--- src/pkg/ecl_regs.vh ---
// register indices, field positions, opcodes and reset values of the configuration store loader
`ifndef ECL_REGS_VH
`define ECL_REGS_VH

`define ECL_IDX_SEG_FIRST 14'ha00
`define ECL_IDX_SEG_LAST  14'ha16
`define ECL_IDX_PENDING   14'hb00
`define ECL_IDX_ERROR     14'hb01
`define ECL_IDX_CTL_ONE   14'hb02
`define ECL_IDX_CTL_TWO   14'hb03
`define ECL_IDX_IRQ_STAT  14'hb04
`define ECL_IDX_IRQ_MASK  14'hb05

`define ECL_SEG_LEN       23

`define ECL_BIT_WR_EN     0
`define ECL_BIT_SOFT      1
`define ECL_BIT_TRIG      0
`define ECL_IRQ_DONE      0
`define ECL_IRQ_ERR       1

`define ECL_OP_APPLY      8'h80
`define ECL_OP_END        8'hff

`define ECL_SUM_INIT      8'h5a

// default program: five 128-byte ranges from 0x000, apply-settings, end, padding with end
`define ECL_DEF_PROG {{6{8'hff}}, 8'hff, 8'h80, \
  8'h00, 8'h02, 8'h7f, 8'h80, 8'h01, 8'h7f, 8'h00, 8'h01, 8'h7f, \
  8'h80, 8'h00, 8'h7f, 8'h00, 8'h00, 8'h7f}

`endif

--- src/core/ecl_loader.v ---
// configuration store loader: apb registers, program walker and store/bank sequencer
`timescale 1ns/100ps
`include "ecl_regs.vh"

module ecl_loader #(
  parameter EE_AW    = 10,
  parameter SEG_LEN  = `ECL_SEG_LEN,
  parameter [8*`ECL_SEG_LEN-1:0] DEF_PROG = `ECL_DEF_PROG
) (
  input  wire             sys_clk,
  input  wire             nrst,
  input  wire             psel,
  input  wire             penable,
  input  wire             pwrite,
  input  wire [15:0]      paddr,
  input  wire [31:0]      pwdata,
  output reg  [31:0]      prdata,
  output wire             pready,
  output reg              pslverr,
  input  wire             store_sel,
  input  wire             mirror_sel,
  input  wire             status_alt_src,
  output wire             first_status_output_pin,
  output wire             irq,
  output reg  [11:0]      cfg_addr_r,
  output reg  [7:0]       cfg_wdata_r,
  output reg              cfg_we_r,
  input  wire [7:0]       cfg_rdata,
  output reg              apply_settings_r,
  output reg              soft_reset_r,
  output reg              ee_req_r,
  output reg              ee_we_r,
  output reg  [EE_AW-1:0] ee_addr_r,
  output reg  [7:0]       ee_wdata_r,
  input  wire             ee_ack,
  input  wire [7:0]       ee_rdata
);

  localparam [2:0] ST_IDLE   = 3'h0;
  localparam [2:0] ST_FETCH  = 3'h1;
  localparam [2:0] ST_XADR   = 3'h2;
  localparam [2:0] ST_XGO    = 3'h3;
  localparam [2:0] ST_XWAIT  = 3'h4;
  localparam [2:0] ST_CKGO   = 3'h5;
  localparam [2:0] ST_CKWAIT = 3'h6;
  localparam [2:0] ST_FINISH = 3'h7;

  reg  [7:0]       seg_r [0:SEG_LEN-1];
  reg  [2:0]       st_r;
  reg  [4:0]       pc_r;
  reg  [7:0]       cnt_r;
  reg  [11:0]      addr_r;
  reg  [EE_AW-1:0] eptr_r;
  reg  [7:0]       sum_r;
  reg              dir_store_r;
  reg              wr_en_r;
  reg              soft_r;
  reg              trig_r;
  reg              err_r;
  reg  [1:0]       irq_stat_r;
  reg  [1:0]       irq_mask_r;
  reg  [1:0]       irq_set;

  wire [13:0]      idx      = paddr[15:2];
  wire             wr_acc   = psel & penable & pwrite;
  wire             rd_acc   = psel & penable & ~pwrite;
  wire             busy     = (st_r != ST_IDLE);
  wire             seg_hit  = (idx >= `ECL_IDX_SEG_FIRST) && (idx <= `ECL_IDX_SEG_LAST);
  wire [4:0]       seg_off  = idx[4:0];
  wire             mapped   = seg_hit || ((idx >= `ECL_IDX_PENDING) && (idx <= `ECL_IDX_IRQ_MASK));
  wire [7:0]       op       = (pc_r < SEG_LEN) ? seg_r[pc_r] : `ECL_OP_END;
  wire [7:0]       op_hi    = (pc_r + 5'd1 < SEG_LEN) ? seg_r[pc_r + 5'd1] : 8'h00;
  wire [7:0]       op_lo    = (pc_r + 5'd2 < SEG_LEN) ? seg_r[pc_r + 5'd2] : 8'h00;

  // zero wait states: every access completes in its first access cycle
  assign pready = 1'b1;
  assign irq    = |(irq_stat_r & irq_mask_r);
  assign first_status_output_pin = mirror_sel ? busy : status_alt_src;

  // program segment, reloaded with the default program at reset; frozen while a job walks it
  genvar gi;
  generate
    for (gi = 0; gi < SEG_LEN; gi = gi + 1) begin : g_seg
      always @(posedge sys_clk) begin
        if (!nrst) begin
          seg_r[gi] <= DEF_PROG[8*gi +: 8];
        end else if (wr_acc && seg_hit && !busy && seg_off == gi) begin
          seg_r[gi] <= pwdata[7:0];
        end
      end
    end
  endgenerate

  // read mux and error answer
  always @* begin
    prdata  = 32'h0000_0000;
    pslverr = 1'b0;
    if (psel && penable) begin
      if (!mapped) begin
        pslverr = 1'b1;
      end else if (seg_hit) begin
        prdata[7:0] = seg_r[seg_off];
        pslverr     = pwrite & busy;
      end else begin
        case (idx)
          `ECL_IDX_PENDING:  prdata[0]   = busy;
          `ECL_IDX_ERROR:    prdata[0]   = err_r;
          `ECL_IDX_CTL_ONE:  prdata[1:0] = {soft_r, wr_en_r};
          `ECL_IDX_CTL_TWO:  prdata[0]   = trig_r;
          `ECL_IDX_IRQ_STAT: prdata[1:0] = irq_stat_r;
          `ECL_IDX_IRQ_MASK: prdata[1:0] = irq_mask_r;
          default:           prdata      = 32'h0000_0000;
        endcase
      end
    end
  end

  // control bits; job start requests are only accepted while idle
  always @(posedge sys_clk) begin
    if (!nrst) begin
      wr_en_r    <= 1'b0;
      soft_r     <= 1'b0;
      trig_r     <= 1'b0;
      irq_mask_r <= 2'b00;
      irq_stat_r <= 2'b00;
    end else begin
      if (wr_acc && idx == `ECL_IDX_CTL_ONE) begin
        wr_en_r <= pwdata[`ECL_BIT_WR_EN];
        if (pwdata[`ECL_BIT_SOFT] && !store_sel && !busy && !trig_r) begin
          soft_r <= 1'b1;
        end
      end
      // store request with protection on is dropped and the trigger stays clear
      if (wr_acc && idx == `ECL_IDX_CTL_TWO && pwdata[`ECL_BIT_TRIG] && wr_en_r && !busy && !soft_r) begin
        trig_r <= 1'b1;
      end
      if (st_r == ST_FINISH) begin
        if (dir_store_r) begin
          trig_r <= 1'b0;
        end else begin
          soft_r <= 1'b0;
        end
      end
      if (wr_acc && idx == `ECL_IDX_IRQ_MASK) begin
        irq_mask_r <= pwdata[1:0];
      end
      // set wins over a same-cycle write-one-to-clear
      if (wr_acc && idx == `ECL_IDX_IRQ_STAT) begin
        irq_stat_r <= (irq_stat_r & ~pwdata[1:0]) | irq_set;
      end else begin
        irq_stat_r <= irq_stat_r | irq_set;
      end
    end
  end

  always @* begin
    irq_set = 2'b00;
    if (st_r == ST_FINISH) begin
      irq_set[`ECL_IRQ_DONE] = 1'b1;
      irq_set[`ECL_IRQ_ERR]  = err_r;
    end
  end

  // program walker and byte mover
  always @(posedge sys_clk) begin
    if (!nrst) begin
      st_r             <= ST_IDLE;
      pc_r             <= 5'd0;
      cnt_r            <= 8'h00;
      addr_r           <= 12'h000;
      eptr_r           <= {EE_AW{1'b0}};
      sum_r            <= `ECL_SUM_INIT;
      dir_store_r      <= 1'b0;
      err_r            <= 1'b0;
      cfg_addr_r       <= 12'h000;
      cfg_wdata_r      <= 8'h00;
      cfg_we_r         <= 1'b0;
      apply_settings_r <= 1'b0;
      soft_reset_r     <= 1'b0;
      ee_req_r         <= 1'b0;
      ee_we_r          <= 1'b0;
      ee_addr_r        <= {EE_AW{1'b0}};
      ee_wdata_r       <= 8'h00;
    end else begin
      cfg_we_r         <= 1'b0;
      apply_settings_r <= 1'b0;
      soft_reset_r     <= 1'b0;
      case (st_r)
        ST_IDLE: begin
          pc_r   <= 5'd0;
          eptr_r <= {EE_AW{1'b0}};
          sum_r  <= `ECL_SUM_INIT;
          if (trig_r) begin
            dir_store_r <= 1'b1;
            err_r       <= 1'b0;
            st_r        <= ST_FETCH;
          end else if (soft_r) begin
            dir_store_r  <= 1'b0;
            err_r        <= 1'b0;
            soft_reset_r <= 1'b1;
            st_r         <= ST_FETCH;
          end
        end
        ST_FETCH: begin
          if (op == `ECL_OP_END) begin
            st_r <= ST_CKGO;
          end else if (op == `ECL_OP_APPLY) begin
            // only a reload has fresh buffered values worth applying
            apply_settings_r <= ~dir_store_r;
            pc_r             <= pc_r + 5'd1;
          end else if (!op[7]) begin
            cnt_r  <= {1'b0, op[6:0]} + 8'h01;
            addr_r <= {op_hi[3:0], op_lo};
            pc_r   <= pc_r + 5'd3;
            st_r   <= ST_XADR;
          end else begin
            // unknown code: skipped so a bad program cannot hang the walker
            pc_r <= pc_r + 5'd1;
          end
        end
        ST_XADR: begin
          cfg_addr_r <= addr_r;
          st_r       <= ST_XGO;
        end
        ST_XGO: begin
          ee_req_r   <= 1'b1;
          ee_we_r    <= dir_store_r & wr_en_r;
          ee_addr_r  <= eptr_r;
          ee_wdata_r <= cfg_rdata;
          if (dir_store_r) begin
            sum_r <= sum_r + cfg_rdata;
          end
          st_r <= ST_XWAIT;
        end
        ST_XWAIT: begin
          if (ee_ack) begin
            ee_req_r <= 1'b0;
            ee_we_r  <= 1'b0;
            eptr_r   <= eptr_r + {{(EE_AW-1){1'b0}}, 1'b1};
            addr_r   <= addr_r + 12'h001;
            cnt_r    <= cnt_r - 8'h01;
            if (!dir_store_r) begin
              cfg_wdata_r <= ee_rdata;
              cfg_we_r    <= 1'b1;
              sum_r       <= sum_r + ee_rdata;
            end
            st_r <= (cnt_r == 8'h01) ? ST_FETCH : ST_XADR;
          end
        end
        ST_CKGO: begin
          ee_req_r   <= 1'b1;
          ee_we_r    <= dir_store_r & wr_en_r;
          ee_addr_r  <= eptr_r;
          ee_wdata_r <= sum_r;
          st_r       <= ST_CKWAIT;
        end
        ST_CKWAIT: begin
          if (ee_ack) begin
            ee_req_r <= 1'b0;
            ee_we_r  <= 1'b0;
            if (!dir_store_r) begin
              err_r <= (ee_rdata != sum_r);
            end
            st_r <= ST_FINISH;
          end
        end
        ST_FINISH: begin
          st_r <= ST_IDLE;
        end
        default: begin
          st_r <= ST_IDLE;
        end
      endcase
    end
  end

endmodule

--- config.mk ---
export PLATFORM = sky130hd
export DESIGN_NAME = ecl_loader
export DESIGN_NICKNAME = d
export VERILOG_FILES = /design/src/core/ecl_loader.v
export VERILOG_INCLUDE_DIRS = /design/src /design/src/pkg
export SDC_FILE = /design/constraint.sdc
export NUM_CORES = 1
export LEC_CHECK = 0
export ABC_AREA = 0
export BUFFER_PORTS_ARGS = -buffer_cell sky130_fd_sc_hd__buf_4
export CORE_MARGIN = 3
export CORE_UTILIZATION = 30
export DETAILED_ROUTE_END_ITERATION = 10
export HOLD_SLACK_MARGIN = 0.02
export SYNTH_ARGS = -nofsm -noshare
export SYNTH_HDL_FRONTEND = slang
export SYNTH_SLANG_ARGS = --single-unit
export TNS_END_PERCENT = 30
--- constraint.sdc ---
create_clock -name sys_clk -period 6.1 [get_ports sys_clk]
set_clock_uncertainty 0.2 [all_clocks]
set_input_delay 0.305 -clock sys_clk [delete_from_list [all_inputs] [get_ports sys_clk]]
set_output_delay 0.305 -clock sys_clk [all_outputs]
set_load 0.1 [all_outputs]
==> impl_metrics.csv, run 1 <==
group,metric,value,unit
finish,drive_above_1_share,25.2,%
yosys,syn_inst,1645,
route,wirelength,57900,um
sta,period_minus_slack,4.05,ns
sta,slew_viol_final,0,
pwr,power_density,219,nW/um2
floorplan,die_area,63600,um2
cts,clock_path_buffers,3,
yosys,syn_area,18200,um2
yosys,synth.distinct_cells,80,
placement,port_buffers,100,
yosys,ys.warnings.count,0,
sta,rsz0062_at_grt,"no",
floorplan,core,59500,um2
route,postRouteAntennaNets,0,
critical_path,cp.arrival,4.00,ns
finish,syn_to_final_growth,14.6,%
sta,tightestPinTransition,1.25,ns
finish,fillers,5873,
cts,cts_buffers,35,
cts,post-cts-setup-buffers,0,
run,maxCapViolations,0,
min_path,hold_class,"in2reg",
placement,gp_congestion,0.913,
yosys,synth.area.top_cells,"edfxtp_1 30%, mux4_2 19%, dfxtp_1 11%, mux2i_1 3.8%, nand2_1 3.2%",
global_routing,grt_max_degree,66,
global_routing,antenna_found_initial,1,
finish,fin_nets,1794,
critical_path,path_max_fanout,15,
cts,cts_max_level,2,
sta,finalCritPeriodShare,66.4,%
sta,setup_slack,2.05,ns
placement,hpwlAfterDp,40900,um
sta,setup_viol,0,
critical_path,slowest_delay,1.04,ns
cts,clk_latency,0.55,ns
cts,cts_tree,"yes",
cts,cts_sinks,287,
floorplan,ios,152,
sta,finalHoldViolCount,0,
critical_path,endpoint_kind,"flip-flop",
route,routedWlPerCell,23.2,um
route,vias,14500,
route,viasPerCell,5.81,
sta,setup_tns,0,ns
yosys,async_reset_ff_share,0,%
sta,fmax,0.247,GHz
outcome,status,"completed",
route,drc,0,
global_routing,overflow,0,
cts,clockRootBuffer,"clkbuf_16",
critical_path,worst_ep_required_time,6.05,ns
critical_path,crit_type,"reg2reg",
yosys,syn_avg_cell_area,11.0,um2
route,drt_iter0_markers,1738,
pwr,power.leakage,6.96,nW
yosys,ys_seq_elements,287,
floorplan,placementRows,89,
global_routing,grtUsageTotal,17.8,%
finish,final_common_cell,"edfxtp_1",
critical_path,crit_chain,"or2_2 > nor2_1 > nand4_2 > or3_1 > o21ai_0",
critical_path,critPathLaunchType,"flip-flop",
yosys,synth_edf_count,184,
pwr,irDropWorstVdd,145,uV
yosys,yosysTopAreaCell,"edfxtp_1",
global_routing,grt_pass1_wl,87000,um
route,first_pass_iters,5,
placement,place_ws,1.90,ns
critical_path,crit_slowest_cell,"o21ai_0",
yosys,synth_top_area_share,30.4,%
sta,max-slew-margin-rel,15.7,%
yosys,yosysSeqAreaShare,41.7,%
floorplan,start_util,30.6,%
yosys,synth_flop_cell,"edfxtp_1",
global_routing,grt_pass1_vias,14000,
floorplan,die_height,252,um
finish,final_cell_mix,"184 x edfxtp_1, 156 x nand2_1, 156 x mux4_2",
floorplan,die_w,252,um
cts,clkTransAtPathRegs,0.06,ns
[kinds of logic (layout without fill, tap and decap cells)]
kind of cell	after synthesis	count (layout)	share of synthesized area, %
muxes	232	232	23.6
xor gates and xnor gates	31	31	1.49
buffers and inverters	187	245	4.87
other	2	26	0.0413
adders and majority gates	19	19	1.35
DFF	287	287	41.7
and+or+nand+nor	607	607	17.1
AOI/OAI and AO/OA	280	280	9.88
[timing repair]
action	4_1_cts	5_1_grt
resized for setup	0	0
setup endpoints to repair	0	0
endpoints found under the hold margin	49	0
hold buffers	21	0
[cell usage after synthesis (9+ instances only)]
cell type,number
a211oi_1,24
a21oi_1,70
a22oi_1,14
a311oi_1,9
and2_1,50
and3_1,43
buf_1,20
buf_2,20
buf_4,30
clkbuf_1,86
dfxtp_1,103
edfxtp_1,184
ha_1,18
inv_1,24
mux2i_1,69
mux4_2,156
nand2_1,156
nand2b_1,14
nand3_1,65
nor2_1,97
nor2b_1,11
nor3_1,33
o211ai_1,10
o21ai_0,82
o22ai_1,12
or2_2,54
or3_1,44
xor2_1,23
[cell type report]
| cell class | instances | area (um2) | area share [%] |
|---|---|---|---|
| inverters | 25 | 93.8 | 0.450 |
| well taps | 773 | 967 | 4.64 |
| clock inverters | 18 | 160 | 0.769 |
| repair buffers | 159 | 1250 | 5.98 |
| diodes | 1 | 2.50 | 0.0120 |
| flip-flops and latches | 287 | 7600 | 36.5 |
| clock buffers | 43 | 947 | 4.55 |
| multi-input cells | 1194 | 9820 | 47.1 |
[report_power, final]
part	internal (mW)	leakage, nW	switching, mW
combinational	0.136	3.83	0.260
clock	1.19	0.542	0.858
sequential	2.09	2.58	0.0320
[state kept, by name, summed over array words and instances, names as in the netlist, 2 cells and up, named ones only]
name         flops
ee_wdata_r       8
cnt_r            8
cfg_wdata_r      8
irq_stat_r       2
cfg_addr_r      12
pc_r             5
irq_mask_r       2
addr_r          12
sum_r            8
st_r             3
seg_r          184
eptr_r          10
ee_addr_r       10
[metrics by stage]
step / hold slack (ns) / util [%] / total power, mW / cells / instance area, um2
4_1_cts: 0.0320 / 35.0 / 4.59 / 2499 / 20800
6_report: 0.0425 / 35.0 / 4.57 / 2500 / 20800
3_3_place_gp: 0.247 / 32.8 / 2.54 / 2417 / 19500
3_5_place_dp: 0.248 / 32.8 / 2.55 / 2417 / 19500
5_1_grt: 0.0621 / 35.0 / 4.70 / 2499 / 20800
2_1_floorplan: 0.244 / - / 2.43 / 1668 / 18300
[worst max-delay path: cells and delay by family, from the launching register on]
kind / cells / cell delay, ns
flops: 1 / 0.47
simple gates: 4 / 1.94
compound gates: 1 / 1.04
[final timing paths]
| check | start | slack [ns] | cells after the start | to |
|---|---|---|---|---|
| worst max-delay path | st_r[1] | 2.05 | 5 | seg_r[12][6] |
| worst min-delay path | pwdata[5] | 0.04 | 2 | seg_r[0][5] |
| worst max register to register | st_r[1] | 2.05 | 5 | seg_r[12][6] |
| worst min register to register | cfg_wdata_r[5] | 0.26 | 2 | cfg_wdata_r[5] |
[layer usage]
metal	global-route usage, %	wire, um
met3	3.67	5280
met4	7.04	2100
met5	0	0
met1	23.7	23400
met2	28.5	27100
(Power assumes the default switching activity.)
==> run 2, diff against run 1 <==
==> constraint.sdc (replaced) <==
create_clock -name sys_clk -period 3.9 [get_ports sys_clk]
set_clock_uncertainty 0.2 [all_clocks]
set_input_delay 0.195 -clock sys_clk [delete_from_list [all_inputs] [get_ports sys_clk]]
set_output_delay 0.195 -clock sys_clk [all_outputs]
set_load 0.1 [all_outputs]
==> run 2 against run 1 <==
  * First-iteration DRC count decreased by 7.3%
  * Sequential share of layout area decreased by 0.91 points
  * Utilization increased by 0.90 points
  * Power increased by 59%
  * Via count increased by 0.85%
  * Wire length increased by 1.3%
  * Hold slack improved by 0.021 ns
  * Non-clock buffer count increased by 57
  * Largest cell class unchanged
==> impl_metrics.csv, run 2 (synthesis gave the netlist of run 1 again) <==
group,metric,value,unit
finish,fin_nets,1852,
finish,largest-register,"seg_r",
pwr,power.leakage,7.27,nW
pwr,irDropWorstVdd,224,uV
floorplan,die_area,63600,um2
finish,final_common_cell,"edfxtp_1",
cts,postCtsHoldBufs,34,
critical_path,reg2reg_depth,9,
sta,finalHoldViolCount,0,
sta,rsz0062_at_grt,"no",
global_routing,grt_pass1_wl,87800,um
run,maxCapViolations,0,
sta,fmax,0.259,GHz
cts,cts_tree,"yes",
floorplan,placementRows,89,
route,wirelength,58700,um
global_routing,grtUsageTotal,18.0,%
sta,slew_viol_final,0,
critical_path,critPathLaunchType,"input port",
placement,gp_congestion,0.914,
route,postRouteAntennaNets,0,
placement,port_buffers,100,
cts,cts_sinks,287,
floorplan,core,59500,um2
cts,cts_resized,0,
cts,cts_max_level,2,
route,drt_iter0_markers,1611,
sta,period_minus_slack,3.86,ns
finish,final_cell_mix,"184 x edfxtp_1, 179 x buf_4, 156 x nand2_1, 156 x mux4_2, 98 x dfxtp_1",
finish,syn_to_final_growth,17.6,%
floorplan,ios,152,
cts,clock_path_buffers,3,
min_path,hold_depth,6,
min_path,hold_end,"irq_mask_r[0]",
finish,reg.largest.list,"seg_r (184), addr_r (12), cfg_addr_r (12)",
critical_path,slowest_delay,0.71,ns
placement,placed_area,19900,um2
finish,largest_reg_flops,184,
critical_path,r2r_setup_slack,0.44,ns
finish,drive_above_1_share,26.8,%
outcome,status,"completed",
critical_path,cp.arrival,3.46,ns
min_path,hp-start,"paddr[10]",
critical_path,endpoint_kind,"output port",
sta,max-slew-margin-rel,26.8,%
critical_path,worst_ep_required_time,3.50,ns
critical_path,crit_chain,"dlygate4sd3_1 > buf_4 > and4bb_2 > nand2_2 > a211oi_4 > nand3_1 > a211oi_1 > buf_4",
pwr,power,7.28,mW
critical_path,crit_type,"in2out",
pwr,p_seq_share,45.7,%
cts,clockRootBuffer,"clkbuf_16",
cts,clkTransAtPathRegs,0.06,ns
cts,cts_buffers,36,
pwr,combPwrFrac,8.9,%
sta,tightestPinTransition,1.09,ns
min_path,hold_class,"in2reg",
global_routing,grt_pass1_vias,14200,
finish,fin_area,21400,um2
critical_path,path_max_fanout,9,
pwr,clkPwrFrac,45.4,%
finish,antennaDiodeCount,0,
route,vias,14600,
placement,hpwlAfterDp,42200,um
floorplan,die_w,252,um
cts,clk_latency,0.57,ns
route,drc,0,
route,viasPerCell,5.73,
sta,hold_ws,0.0639,ns
route,first_pass_iters,5,
floorplan,start_util,30.6,%
sta,finalCritPeriodShare,98.9,%
pwr,internal-power,5.46,mW
global_routing,overflow,0,
floorplan,die_height,252,um
critical_path,critPathBufInv,3,
cts,post-cts-setup-buffers,0,
critical_path,cpMostUsedCell,"buf_4",
global_routing,antenna_found_initial,0,
pwr,p_switching,1.82,mW
critical_path,cp_top_family,"buffers and inverters",
critical_path,crit_slowest_cell,"a211oi_1",
critical_path,r2r-start,"pc_r[0]",
critical_path,reg2reg_to,"addr_r[11]",
pwr,swShare,25.0,%
global_routing,grt_max_degree,65,
pwr,power_density,341,nW/um2
route,routedWlPerCell,23.0,um
sta,setup_viol,0,
==> run 2: changes by cell type in the layout (fill, tap and decap cells not counted), moves of 2 or more <==
cell,change
clkinv_2,-3
clkinvlp_4,-3
dlygate4sd3_1,+13
o21ai_1,-8
buf_12,+3
o21ai_0,+8
clkbuf_16,+3
buf_4,+41
clkbuf_8,+2
==> run 2: layer usage <==
layer / share of wire (%) / GRT usage (%) / up-vias / wire length [um]
met2: 46 / 28.7 / 750 / 27100
met4: 4.8 / 8.67 / 0 / 2800
li1: - / - / 6448 / -
met1: 40 / 23.5 / 7292 / 23500
met5: 0 / 0 / - / 0
met3: 8.8 / 3.88 / 157 / 5180
==> run 2: stage by stage <==
step | TNS, ns | util, % | setup WS (ns) | cells
3_5_place_dp | 0 | 33.4 | 0.480 | 2461
4_1_cts | 0 | 35.9 | 0.151 | 2555
3_3_place_gp | 0 | 33.4 | 0.562 | 2461
5_1_grt | 0 | 35.9 | 0.0399 | 2555
2_1_floorplan | -1.21 | - | -0.242 | 1668
6_report | 0 | 35.9 | 0.0420 | 2555
==> run 2: cell type report <==
cell class                      count  area, um2
Sequential cell                   287       7600
Tap cell                          773        967
Multi-Input combinational cell   1194       9820
Fill cell                        5858      38100
Clock buffer                       48       1050
Clock inverter                     12       93.8
Timing Repair Buffer              216       1740
Inverter                           25       93.8
==> run 2: worst max path at each step <==
stage,slack [ns],end,cells after the start,from
after CTS,0.15,prdata[7],8,paddr[5]
after global routing,0.04,prdata[7],8,paddr[5]
after detailed placement,0.48,seg_r[14][0],8,paddr[5]
after floorplan,-0.24,prdata[3],7,paddr[2]
final,0.04,prdata[7],8,paddr[5]
after global placement,0.56,flip-flop,8,flip-flop
==> run 2: worst register-to-register path, stage by stage, from the launching register on <==
cell     delay (ns)
dfxtp_4        0.37
inv_1          0.18
ha_1           0.61
buf_4          0.39
mux4_2         0.57
mux2i_1        0.15
a21oi_1        0.09
a21oi_1        0.45
o32a_1         0.24
o22ai_1        0.08
==> run 2: power by group through the flow <==
stage	sequential (mW)	clock, mW	combinational [mW]
3_5_place_dp	3.38	0	0.614
2_1_floorplan	3.36	0	0.438
5_1_grt	3.33	3.47	0.679
3_3_place_gp	3.38	0	0.609
6_report	3.32	3.31	0.646
4_1_cts	3.32	3.37	0.642
==> run 3, diff against run 2 <==
--- a/config.mk
+++ b/config.mk
@@ -8,10 +8,10 @@
 export LEC_CHECK = 0
 export ABC_AREA = 0
 export BUFFER_PORTS_ARGS = -buffer_cell sky130_fd_sc_hd__buf_4
-export CORE_MARGIN = 3
 export CORE_UTILIZATION = 30
 export DETAILED_ROUTE_END_ITERATION = 10
 export HOLD_SLACK_MARGIN = 0.02
+export PLACE_DENSITY = 0.51
 export SYNTH_ARGS = -nofsm -noshare
 export SYNTH_HDL_FRONTEND = slang
 export SYNTH_SLANG_ARGS = --single-unit
==> run 3 against run 2 <==
  * Sequential power barely moved
  * Hold slack got worse by 0.0011 ns
  * Design area rose by 0.28%
  * Non-clock buffer count rose by 9
  * Utilization rose by 0.10 points
  * Global-route usage rose by 1.9 points
  * Critical endpoint is now prdata[3]
  * Clock power fell by 3%
  * First-iteration DRC count rose by 7.8%
==> impl_metrics.csv, run 3 (synthesis gave the netlist of run 1 again) <==
group,metric,value,unit
finish,reg.largest.list,"seg_r (184), addr_r (12), cfg_addr_r (12)",
global_routing,grt_max_degree,57,
critical_path,critPathLaunchType,"input port",
global_routing,grt_pass1_wl,91200,um
floorplan,die_w,248,um
min_path,hp-start,"paddr[5]",
global_routing,antenna_found_initial,2,
critical_path,startpoint,"paddr[4]",
global_routing,grtUsageTotal,19.9,%
cts,clockRootBuffer,"clkbuf_16",
pwr,power_density,336,nW/um2
finish,fin_nets,1860,
route,top_layer,"met4",
finish,drive_above_1_share,27.0,%
pwr,power.leakage,7.30,nW
cts,post-cts-setup-buffers,0,
sta,finalHoldViolCount,0,
cts,clk_latency,0.56,ns
sta,period_minus_slack,3.70,ns
sta,fmax,0.270,GHz
sta,setup_viol,0,
critical_path,worst_ep_required_time,3.50,ns
cts,cts_tree,"yes",
critical_path,reg2reg_depth,8,
placement,hpwlAfterDp,44100,um
floorplan,core,59500,um2
finish,fillers,5888,
cts,cts_buffers,35,
route,drt_iter0_markers,1737,
critical_path,endpoint_kind,"output port",
sta,slew_viol_final,0,
critical_path,crit_slowest_cell,"a211oi_1",
global_routing,overflow,0,
finish,final_cell_mix,"188 x buf_4, 184 x edfxtp_1, 156 x nand2_1, 156 x mux4_2, 98 x dfxtp_1",
sta,tightestPinTransition,1.33,ns
critical_path,r2r_setup_slack,0.55,ns
route,routed-wl-met3,4760,um
critical_path,cp.arrival,3.31,ns
finish,largest-register,"seg_r",
global_routing,grt_pass1_vias,14200,
floorplan,placementRows,89,
critical_path,crit_chain,"dlygate4sd3_1 > buf_4 > and4bb_2 > nand2_2 > a211oi_4 > nand3_1 > a211oi_1 > buf_4",
sta,max-slew-margin-rel,10.7,%
run,maxCapViolations,0,
min_path,hold_depth,4,
route,first_pass_iters,5,
outcome,status,"completed",
floorplan,start_util,30.6,%
route,viasPerCell,5.69,
route,postRouteAntennaNets,0,
route,wl_met1,25400,um
sta,setup_tns,0,ns
finish,largest_reg_flops,184,
pwr,power,7.20,mW
floorplan,ios,152,
finish,antennaDiodeCount,0,
critical_path,path_max_fanout,6,
cts,cts_sinks,287,
floorplan,die_area,61600,um2
floorplan,die_height,248,um
cts,cts_max_level,2,
route,dr_wl_met2,29200,um
route,drc,0,
critical_path,slowest_delay,0.70,ns
sta,rsz0062_at_grt,"no",
placement,placed_area,20000,um2
finish,fin_area,21400,um2
finish,final_common_cell,"buf_4",
min_path,hold_class,"in2reg",
sta,hold_ws,0.0628,ns
cts,clkTransAtPathRegs,0.06,ns
sta,finalCritPeriodShare,94.9,%
cts,clock_path_buffers,3,
pwr,irDropWorstVdd,225,uV
route,routedWlPerCell,23.9,um
route,vias,14600,
critical_path,crit_type,"in2out",
route,wirelength,61400,um
placement,port_buffers,100,
critical_path,cpMostUsedCell,"buf_4",
placement,gp_congestion,0.928,
finish,syn_to_final_growth,17.9,%
## run 3: changes by cell type in the layout (fill, tap and decap cells not counted), sizes merged
cell and delta:
dlygate4sd3 -3, bufinv +1, clkinv +1, buf +12
## run 3: metrics by stage
step / util (%) / cells / setup WS, ns
3_5_place_dp: 33.6 / 2473 / 0.623
6_report: 36.0 / 2566 / 0.199
2_1_floorplan: - / 1668 / -0.242
4_1_cts: 36.0 / 2566 / 0.309
5_1_grt: 36.0 / 2566 / 0.0877
3_3_place_gp: 33.6 / 2473 / 0.635
## run 3: layout make-up
| type | count | area [um2] | share of cell area, % |
|---|---|---|---|
| well taps | 773 | 967 | 4.51 |
| multi-input cells | 1194 | 9810 | 45.8 |
| clock buffers | 48 | 986 | 4.60 |
| clock inverters | 14 | 128 | 0.596 |
| inverters | 25 | 93.8 | 0.438 |
| repair buffers | 225 | 1840 | 8.60 |
| flip-flops and latches | 287 | 7600 | 35.5 |
## run 3: metal layers
layer  track usage [%]  up-vias
met2              33.0      774
met4              7.39        0
li1                  -     6456
met5                 0        -
met3              3.28      121
met1              26.0     7248
## run 3: repair_timing
item                                   4_1_cts  5_1_grt
resized for setup                            0        0
hold buffers                                31        0
endpoints found under the hold margin      206        0
## run 3: path summary, 6_finish.rpt
| check | to |
|---|---|
| max reg2reg | addr_r[5] |
| min reg2reg | cfg_wdata_r[4] |
| max | prdata[3] |
| min | seg_r[17][7] |
## run 3: critical path: cells and delay by family
| kind | cells | cell delay, ns |
|---|---|---|
| compound gates | 2 | 1.09 |
| buf+inv | 3 | 1.10 |
| simple gates | 3 | 0.91 |
## run 3: report_power, final
group / switching [mW] / internal (mW) / leakage, nW
Clock: 1.32 / 1.90 / 0.547
Combinational: 0.421 / 0.235 / 4.17
Sequential: 0.0518 / 3.27 / 2.58
Total: 1.79 / 5.41 / 7.30
